`config.mk`:
```
export PLATFORM = sky130hd
export DESIGN_NAME = psg_core
export DESIGN_NICKNAME = d
export VERILOG_FILES = /design/src/hw/psg_env.v /design/src/hw/psg_core.v
export VERILOG_INCLUDE_DIRS = /design/src /design/src/inc
export SDC_FILE = /design/constraint.sdc
export NUM_CORES = 1
export LEC_CHECK = 0
export BUFFER_PORTS_ARGS = -buffer_cell sky130_fd_sc_hd__clkbuf_2
export CELL_PAD_IN_SITES_DETAIL_PLACEMENT = 1
export CELL_PAD_IN_SITES_GLOBAL_PLACEMENT = 2
export CORE_MARGIN = 2
export CORE_UTILIZATION = 36
export CTS_CLUSTER_SIZE = 10
export DETAILED_ROUTE_END_ITERATION = 8
export PLACE_DENSITY_LB_ADDON = 0.1
export SYNTH_ARGS = -nofsm -noshare
export SYNTH_HDL_FRONTEND = slang
export SYNTH_SLANG_ARGS = --single-unit
```
`constraint.sdc`:
```
create_clock -name clk_in -period 4.4 [get_ports clk_in]
set_input_delay 0.88 -clock clk_in [delete_from_list [all_inputs] [get_ports clk_in]]
set_output_delay 0.88 -clock clk_in [all_outputs]
set_load 0.01 [all_outputs]
```
`src/inc/psg_map.vh`:
```
// Register map, field positions and timing constants of the sound core
`ifndef PSG_MAP_VH
`define PSG_MAP_VH

// Register indices on the four-bit register address
`define PSG_REG_TONE_LAST 4'h5
`define PSG_REG_NOISE_PERIOD 4'h6
`define PSG_REG_MIXER 4'h7
`define PSG_REG_VOL_A 4'h8
`define PSG_REG_VOL_B 4'h9
`define PSG_REG_VOL_C 4'ha
`define PSG_REG_ENV_FINE 4'hb
`define PSG_REG_ENV_COARSE 4'hc
`define PSG_REG_ENV_SHAPE 4'hd
`define PSG_REG_PORT_A 4'he
`define PSG_REG_PORT_B 4'hf

// Reset value of every register held here
`define PSG_RESET_BYTE 8'h00

// Mixer register fields
`define PSG_MIX_TONE_A 0
`define PSG_MIX_TONE_B 1
`define PSG_MIX_TONE_C 2
`define PSG_MIX_NOISE_A 3
`define PSG_MIX_NOISE_B 4
`define PSG_MIX_NOISE_C 5
`define PSG_MIX_DIR_A 6
`define PSG_MIX_DIR_B 7

// Volume register fields
`define PSG_VOL_SOURCE_BIT 4
`define PSG_VOL_LEVEL_HI 3

// Envelope shape fields
`define PSG_SHP_STOP 0
`define PSG_SHP_REVERSE 1
`define PSG_SHP_UP 2
`define PSG_SHP_REPEAT 3

// Bus modes after decoding the three control pins
`define PSG_MODE_IDLE 2'h0
`define PSG_MODE_ADDR 2'h1
`define PSG_MODE_READ 2'h2
`define PSG_MODE_WRITE 2'h3

// Upper address that selects this chip
`define PSG_CS_UPPER 4'h0

// Prescalers: noise divides by 16, envelope step by 256/32 = 8
`define PSG_NOISE_PRE_MAX 4'hf
`define PSG_ENV_PRE_MAX 3'h7
`define PSG_ENV_TOP 5'h1f

// Noise shift register: length, seed and feedback tap
`define PSG_LFSR_SEED 17'h00001
`define PSG_LFSR_TAP 3

`endif

```
`src/hw/psg_env.v`:
```
// Envelope period divider and five-bit shape counter
`timescale 1ns/100ps
`default_nettype none
`include "psg_map.vh"

module psg_env (
    // Clock and reset
    input wire clk_in,
    input wire reset_n_in,
    // Settings from the register file
    input wire [15:0] period_in,
    input wire [3:0] shape_in,
    input wire restart_in,
    // Envelope level
    output reg [4:0] level_out
);

    reg [2:0] pre_q;
    reg [15:0] per_q;
    reg [4:0] cnt_q;
    reg up_q;
    reg hold_q;
    reg zero_q;
    wire pre_tick;
    wire [15:0] per_lim;
    wire step;

    // A period of zero behaves as one so the counter never stalls
    assign per_lim = (period_in == 16'h0000) ? 16'h0001 : period_in;
    assign pre_tick = (pre_q == `PSG_ENV_PRE_MAX);
    // Step period is 8 * period clocks: 32 steps per repeat of 256 * period
    assign step = pre_tick && (per_q >= per_lim - 16'h0001);

    always @(posedge clk_in) begin
        if (!reset_n_in || restart_in) begin
            pre_q <= 3'h0;
            per_q <= 16'h0000;
            cnt_q <= 5'h00;
            up_q <= shape_in[`PSG_SHP_UP];
            hold_q <= 1'b0;
            zero_q <= 1'b0;
            level_out <= 5'h00;
        end else begin
            pre_q <= pre_q + 3'h1;
            if (pre_tick) begin
                per_q <= step ? 16'h0000 : per_q + 16'h0001;
            end
            if (step && !hold_q && !zero_q) begin
                if (cnt_q != `PSG_ENV_TOP) begin
                    cnt_q <= cnt_q + 5'h01;
                end else if (!shape_in[`PSG_SHP_REPEAT]) begin
                    zero_q <= 1'b1;
                end else if (shape_in[`PSG_SHP_STOP]) begin
                    hold_q <= 1'b1;
                    if (shape_in[`PSG_SHP_REVERSE]) begin
                        up_q <= ~up_q;
                    end
                end else begin
                    cnt_q <= 5'h00;
                    if (shape_in[`PSG_SHP_REVERSE]) begin
                        up_q <= ~up_q;
                    end
                end
            end
            level_out <= zero_q ? 5'h00 : (up_q ? cnt_q : ~cnt_q);
        end
    end

endmodule // psg_env
`default_nettype wire

```
`src/hw/psg_core.v`:
```
// Sound core: bus port, registers, noise, mixer, volume and ports
//
// Functional notes
// - Noise steps at clock / (16 * period).
// - Mixer bits 5..0: zero passes source.
// - Both zero mixes; both one silences.
// - Bits 7,6 set port directions, one outputs.
// - Volume mode bit picks fixed or envelope.
// - Fixed mode uses sixteen rewritable levels.
// - Envelope mode uses five-bit envelope level.
// - Envelope repeat is clock / (256 * period).
// - Step period is one thirty-second repeat.
// - Five-bit counter steps 32 per cycle.
// - Shape bits choose direction, stop, repeat.
// - Port registers hold host output data.
// - Reads leave sound generation undisturbed.
`timescale 1ns/100ps
`default_nettype none
`include "psg_map.vh"

module psg_core (
    // Clock and reset
    input wire clk_in,
    input wire reset_n_in,
    // Bus control pins
    input wire bdir_in,
    input wire bc2_in,
    input wire bc1_in,
    input wire a9_n_in,
    input wire a8_in,
    // Data bus pins
    input wire [7:0] da_in,
    output reg [7:0] da_out,
    output reg da_oe_out,
    // General purpose port pins
    input wire [7:0] port_a_in,
    output reg [7:0] port_a_out,
    output reg [7:0] port_a_oe_out,
    input wire [7:0] port_b_in,
    output reg [7:0] port_b_out,
    output reg [7:0] port_b_oe_out,
    // Square waves from the tone dividers
    input wire tone_a_in,
    input wire tone_b_in,
    input wire tone_c_in,
    // Write strobe toward the tone dividers
    output reg tone_wr_out,
    output reg [3:0] tone_addr_out,
    output reg [7:0] tone_data_out,
    // Channel levels toward the converters
    output reg [4:0] chan_a_level_out,
    output reg [4:0] chan_b_level_out,
    output reg [4:0] chan_c_level_out
);

    // Decode of the three bus control pins
    function [1:0] psg_mode;
        input bdir;
        input bc2;
        input bc1;
        begin
            case ({bdir, bc2, bc1})
                3'h1: psg_mode = `PSG_MODE_ADDR;
                3'h4: psg_mode = `PSG_MODE_ADDR;
                3'h7: psg_mode = `PSG_MODE_ADDR;
                3'h3: psg_mode = `PSG_MODE_READ;
                3'h6: psg_mode = `PSG_MODE_WRITE;
                default: psg_mode = `PSG_MODE_IDLE;
            endcase
        end
    endfunction

    // Mixer and volume select for one channel
    function [4:0] psg_chan;
        input tone;
        input noise;
        input tone_off;
        input noise_off;
        input [4:0] vol;
        input [4:0] env;
        reg gate;
        reg [3:0] fixed;
        begin
            gate = (tone | tone_off) & (noise | noise_off);
            fixed = vol[`PSG_VOL_LEVEL_HI:0];
            if ((tone_off && noise_off) || !gate) begin
                psg_chan = 5'h00;
            end else if (vol[`PSG_VOL_SOURCE_BIT]) begin
                psg_chan = env;
            end else if (fixed == 4'h0) begin
                psg_chan = 5'h00;
            end else begin
                psg_chan = {fixed, 1'b1};
            end
        end
    endfunction

    // Pin synchronisers: every pin passes two flip-flops
    reg [28:0] pin_s1_q;
    reg [28:0] pin_s2_q;
    wire [28:0] pin_raw;
    wire [1:0] mode;
    wire cs_ok;
    wire [7:0] da_s;
    wire [7:0] port_a_s;
    wire [7:0] port_b_s;

    assign pin_raw = {bdir_in, bc2_in, bc1_in, a9_n_in, a8_in, da_in,
                      port_a_in, port_b_in};

    always @(posedge clk_in) begin
        if (!reset_n_in) begin
            pin_s1_q <= 29'h00000000;
            pin_s2_q <= 29'h00000000;
        end else begin
            pin_s1_q <= pin_raw;
            pin_s2_q <= pin_s1_q;
        end
    end

    assign port_b_s = pin_s2_q[7:0];
    assign port_a_s = pin_s2_q[15:8];
    assign da_s = pin_s2_q[23:16];
    assign mode = psg_mode(pin_s2_q[28], pin_s2_q[27], pin_s2_q[26]);
    assign cs_ok = !pin_s2_q[25] && pin_s2_q[24] &&
                   (da_s[7:4] == `PSG_CS_UPPER);

    // Address latch and mode history
    reg [3:0] addr_q;
    reg sel_q;
    reg [1:0] mode_q;
    wire wr_go;

    // One write per entry into write mode, so a held strobe restarts
    // the envelope only once
    assign wr_go = (mode == `PSG_MODE_WRITE) &&
                   (mode_q != `PSG_MODE_WRITE) && sel_q;

    always @(posedge clk_in) begin
        if (!reset_n_in) begin
            addr_q <= 4'h0;
            sel_q <= 1'b0;
            mode_q <= `PSG_MODE_IDLE;
        end else begin
            mode_q <= mode;
            if (mode == `PSG_MODE_ADDR) begin
                sel_q <= cs_ok;
                if (cs_ok) begin
                    addr_q <= da_s[3:0];
                end
            end
        end
    end

    // Register file
    reg [4:0] noise_period_q;
    reg [7:0] mixer_q;
    reg [4:0] vol_a_q;
    reg [4:0] vol_b_q;
    reg [4:0] vol_c_q;
    reg [7:0] env_fine_q;
    reg [7:0] env_coarse_q;
    reg [3:0] env_shape_q;
    reg [7:0] port_a_q;
    reg [7:0] port_b_q;
    reg env_restart_q;
    // Narrow registers take only the low bits of the common reset byte
    localparam [7:0] RST_BYTE = `PSG_RESET_BYTE;

    always @(posedge clk_in) begin
        if (!reset_n_in) begin
            noise_period_q <= RST_BYTE[4:0];
            mixer_q <= `PSG_RESET_BYTE;
            vol_a_q <= RST_BYTE[4:0];
            vol_b_q <= RST_BYTE[4:0];
            vol_c_q <= RST_BYTE[4:0];
            env_fine_q <= `PSG_RESET_BYTE;
            env_coarse_q <= `PSG_RESET_BYTE;
            env_shape_q <= RST_BYTE[3:0];
            port_a_q <= `PSG_RESET_BYTE;
            port_b_q <= `PSG_RESET_BYTE;
            env_restart_q <= 1'b0;
        end else begin
            env_restart_q <= 1'b0;
            if (wr_go) begin
                case (addr_q)
                    `PSG_REG_NOISE_PERIOD: noise_period_q <= da_s[4:0];
                    `PSG_REG_MIXER: mixer_q <= da_s;
                    `PSG_REG_VOL_A: vol_a_q <= da_s[4:0];
                    `PSG_REG_VOL_B: vol_b_q <= da_s[4:0];
                    `PSG_REG_VOL_C: vol_c_q <= da_s[4:0];
                    `PSG_REG_ENV_FINE: env_fine_q <= da_s;
                    `PSG_REG_ENV_COARSE: env_coarse_q <= da_s;
                    `PSG_REG_ENV_SHAPE: begin
                        env_shape_q <= da_s[3:0];
                        env_restart_q <= 1'b1;
                    end
                    `PSG_REG_PORT_A: port_a_q <= da_s;
                    `PSG_REG_PORT_B: port_b_q <= da_s;
                    default: env_restart_q <= 1'b0;
                endcase
            end
        end
    end

    // Tone divider registers live outside; pass their writes on
    always @(posedge clk_in) begin
        if (!reset_n_in) begin
            tone_wr_out <= 1'b0;
            tone_addr_out <= 4'h0;
            tone_data_out <= `PSG_RESET_BYTE;
        end else begin
            tone_wr_out <= wr_go && (addr_q <= `PSG_REG_TONE_LAST);
            if (wr_go) begin
                tone_addr_out <= addr_q;
                tone_data_out <= da_s;
            end
        end
    end

    // Read path: plain mux, no side effect on any sound state
    reg [7:0] rd_d;

    always @* begin
        rd_d = 8'h00;
        case (addr_q)
            `PSG_REG_NOISE_PERIOD: rd_d = {3'h0, noise_period_q};
            `PSG_REG_MIXER: rd_d = mixer_q;
            `PSG_REG_VOL_A: rd_d = {3'h0, vol_a_q};
            `PSG_REG_VOL_B: rd_d = {3'h0, vol_b_q};
            `PSG_REG_VOL_C: rd_d = {3'h0, vol_c_q};
            `PSG_REG_ENV_FINE: rd_d = env_fine_q;
            `PSG_REG_ENV_COARSE: rd_d = env_coarse_q;
            `PSG_REG_ENV_SHAPE: rd_d = {4'h0, env_shape_q};
            // An input port reads its pins, an output port its latch
            `PSG_REG_PORT_A:
                rd_d = mixer_q[`PSG_MIX_DIR_A] ? port_a_q : port_a_s;
            `PSG_REG_PORT_B:
                rd_d = mixer_q[`PSG_MIX_DIR_B] ? port_b_q : port_b_s;
            default: rd_d = 8'h00;
        endcase
    end

    always @(posedge clk_in) begin
        if (!reset_n_in) begin
            da_out <= 8'h00;
            da_oe_out <= 1'b0;
        end else begin
            da_out <= rd_d;
            da_oe_out <= (mode == `PSG_MODE_READ) && sel_q;
        end
    end

    // Port pins
    always @(posedge clk_in) begin
        if (!reset_n_in) begin
            port_a_out <= 8'h00;
            port_b_out <= 8'h00;
            port_a_oe_out <= 8'h00;
            port_b_oe_out <= 8'h00;
        end else begin
            port_a_out <= port_a_q;
            port_b_out <= port_b_q;
            port_a_oe_out <= {8{mixer_q[`PSG_MIX_DIR_A]}};
            port_b_oe_out <= {8{mixer_q[`PSG_MIX_DIR_B]}};
        end
    end

    // Noise generator
    reg [3:0] npre_q;
    reg [4:0] ncnt_q;
    reg [16:0] lfsr_q;
    wire npre_tick;
    wire [4:0] nlim;
    wire nstep;

    // A period of zero runs as one
    assign nlim = (noise_period_q == 5'h00) ? 5'h01 : noise_period_q;
    assign npre_tick = (npre_q == `PSG_NOISE_PRE_MAX);
    assign nstep = npre_tick && (ncnt_q >= nlim - 5'h01);

    always @(posedge clk_in) begin
        if (!reset_n_in) begin
            npre_q <= 4'h0;
            ncnt_q <= 5'h00;
            lfsr_q <= `PSG_LFSR_SEED;
        end else begin
            npre_q <= npre_q + 4'h1;
            if (npre_tick) begin
                ncnt_q <= nstep ? 5'h00 : ncnt_q + 5'h01;
            end
            if (nstep) begin
                lfsr_q <= {lfsr_q[0] ^ lfsr_q[`PSG_LFSR_TAP],
                           lfsr_q[16:1]};
            end
        end
    end

    // Envelope generator shared by all channels
    wire [4:0] env_level;

    psg_env u_env (
        .clk_in(clk_in),
        .reset_n_in(reset_n_in),
        .period_in({env_coarse_q, env_fine_q}),
        .shape_in(env_shape_q),
        .restart_in(env_restart_q),
        .level_out(env_level)
    );

    // Channel levels
    always @(posedge clk_in) begin
        if (!reset_n_in) begin
            chan_a_level_out <= 5'h00;
            chan_b_level_out <= 5'h00;
            chan_c_level_out <= 5'h00;
        end else begin
            chan_a_level_out <= psg_chan(tone_a_in, lfsr_q[0],
                mixer_q[`PSG_MIX_TONE_A], mixer_q[`PSG_MIX_NOISE_A],
                vol_a_q, env_level);
            chan_b_level_out <= psg_chan(tone_b_in, lfsr_q[0],
                mixer_q[`PSG_MIX_TONE_B], mixer_q[`PSG_MIX_NOISE_B],
                vol_b_q, env_level);
            chan_c_level_out <= psg_chan(tone_c_in, lfsr_q[0],
                mixer_q[`PSG_MIX_TONE_C], mixer_q[`PSG_MIX_NOISE_C],
                vol_c_q, env_level);
        end
    end

endmodule // psg_core
`default_nettype wire

```
==> metrics.txt <==
top cell type by total area after synthesis dfxtp_1; CP max FO 10; GPL Wtd Cong 0.7826; Area Growth Syn to Fin 15.50%; CP cell instances or3_4 > or3_4 > nor4_4 > nor2_1 > ha_1 > nand2_1 > or3_1 > nor2_1 > xnor2_1 > ha_1 > nand4_1 > nor3_1 > a32o_1 > o21ba_2 > o21ai_0 > a32o_1; CTS tree done; Worst setup SP type flip-flop; Mapped Area 0.009824 mm^2; sequential cell area fraction in the yosys report 49.62%; IO buf count 102; synth top area cells dfxtp_1, mux2i_1, and2_1; Worst Tran Pin Value 1.100 ns; maximum vdd drop 0.0004664 V; WL final 26,740 um; setup TNS 0 ns; RSZ-0062 raised after global routing no; Setup CP Type flip-flop to flip-flop; vias 7,466; final core occ 42.22%; Finish-stage setup viols 0; DRT iter0 DRCs 388; initial antenna violation count 0; first-pass GRT wire length 42,450 um; Ports 103; DIE HEIGHT 169.2 um; Total Routing Usage GR 18.77%; fin. max-slew vios 0; Worst Path Required 4.85 ns; crit path max-delay cell type or3_4; Final ANT Viol Nets 0; vias in the first global route 7,595; Initial Utilization 36.55%; crit-path max cell delay 0.41 ns; Post-synth EDFFs 1; multi-input combinational cell area 0.004568 mm^2; Rows 60; clock buffer count from CTS 29; clock skew 0.01002 ns; DR WL/cell 18.05 um; layout cells sized above 1 14.56%; Worst-path clk slew 0.06 ns; # diodes 0; Core ar. 0.02688 mm^2; data arrival time of the critical path 4.41 ns; DRC Markers 0; Layout Nets 1,196; syn_nets 1,128; worst hold-check path type flip-flop to flip-flop; FMAX 252.4 MHz; crit path capture type flip-flop; status complete, no violations; FF+latch area 0.004875 mm^2; vias per cell 5.041; grt total ovfl 0; ys async rst share 0%; fin crit period 3.962 ns; Tot Pwr 0.004552 W; Crit path max-delay family simple AND/OR/NAND/NOR gates; DP Wirelength 18,820 um; leakage dissipation 4.427 nW; Sink Count 243; Max Root-Sink Buffers 3; CP bufs+invs 0; chip width 169.2 um; Mean Syn Cell Area 9.233 um^2; Yosys cell types 58; Worst-Skew Late Latency 0.55 ns; slew margin rel. 26.58%; Max Cap Viol 0; final hold violation count 0; #FFs+latches synth 243; Cell Pwr Density 401.1 mW/mm^2; top cell type's share of synthesized area 49.31%; Die ar. 0.02863 mm^2; largest net degree at the start of global routing 97; clk root buf clkbuf_16; most common cell after layout, fill and taps aside dfxtp_1; H-tree levels 1; Mapped Cells 1,064; filler cell count 3,112; Final Cycle Share 90.05%; Syn. warnings 0; most frequent cells in the layout dfxtp_1, nand2_1, nor2_1, clkbuf_2, and2_1; dominant synthesized flop cell dfxtp_1; drt first pass iters 5
==> final timing paths <==
check,to,startpoint,cells after the start,slack (ns)
hold reg to reg,u_env.pre_q[0],u_env.pre_q[0],1,0.42
setup / recovery,u_env.cnt_q[3],env_coarse_q[3],16,0.44
setup reg to reg,u_env.cnt_q[3],env_coarse_q[3],16,0.44
hold / removal,u_env.pre_q[0],u_env.pre_q[0],1,0.42
==> metal layers <==
metal  global-route usage [%]  share of wire [%]  vias to the layer above
li1                         -                  -                     3714
met1                    24.95                 46                     3604
met2                    32.19                 48                      103
met3                    2.402                2.9                       45
met4                    5.017                2.5                        0
met5                        0                  0                        -
==> where the power goes <==
part	total [W]	switching (W)	internal, W
logic	0.0000923	0.0000552	0.0000371
clock network	0.00219	0.000889	0.00130
registers	0.00227	0.0000300	0.00224
==> registers in the layout, indices dropped and copies added, names as in the netlist, 16 cells and up <==
register / cells
pin_s1_q: 29
u_env.per_q: 16
lfsr_q: 17
pin_s2_q: 29
==> synthesized netlist by cell type (3+ instances only) <==
library cell / instances
xor2_1: 26
o21ai_0: 21
and2_1: 80
nand2b_1: 8
nand3_1: 54
a21oi_1: 77
nor4_1: 7
nand2_1: 124
nor2b_1: 5
nand4_1: 7
a32o_1: 3
mux2i_1: 76
nor4_4: 3
o32ai_1: 4
mux2_2: 4
a31oi_1: 3
nor2_1: 110
dfxtp_1: 242
and3_1: 7
inv_1: 9
clkbuf_1: 50
buf_4: 15
nor3_1: 16
o22ai_1: 11
ha_1: 30
xnor2_1: 18
buf_2: 9
==> through the flow <==
| stage | instances | worst slack [ns] | hold WS [ns] | cell area [um^2] |
|---|---|---|---|---|
| final | 1481 | 0.4376 | 0.4229 | 11350 |
| after global routing | 1481 | 0.02411 | 0.4483 | 11350 |
| after CTS | 1481 | 0.2499 | 0.4337 | 11340 |
| after detailed placement | 1442 | 0.2557 | 0.4226 | 10490 |
| after global placement | 1442 | 0.3456 | 0.4139 | 10490 |
| after floorplan | 1064 | 0.7413 | 0.3992 | 9824 |
==> layout make-up <==
type                       count  area share [%]
clock buffer                  36           6.980
sequential                   243           42.96
clock inverter                 3          0.4852
timing repair buffer         113           5.227
tap                          341           3.760
multi-input combinational    735           40.26
inverter                      10          0.3308
==> logic make-up after synthesis <==
logic type	synth area share, %
simple gates	22.20
flops	49.62
compound gates	8.265
buf+inv	3.973
mux	8.202
xor+xnor	3.923
fa+ha+maj	3.821
==> timing repair <==
| action | CTS | global route |
|---|---|---|
| gates resized for setup | 0 | 2 |
| setup endpoints to repair | 0 | 16 |
| setup buffers | 0 | 0 |
| hold buffers | 0 | 0 |
(Power assumes the default switching activity.)
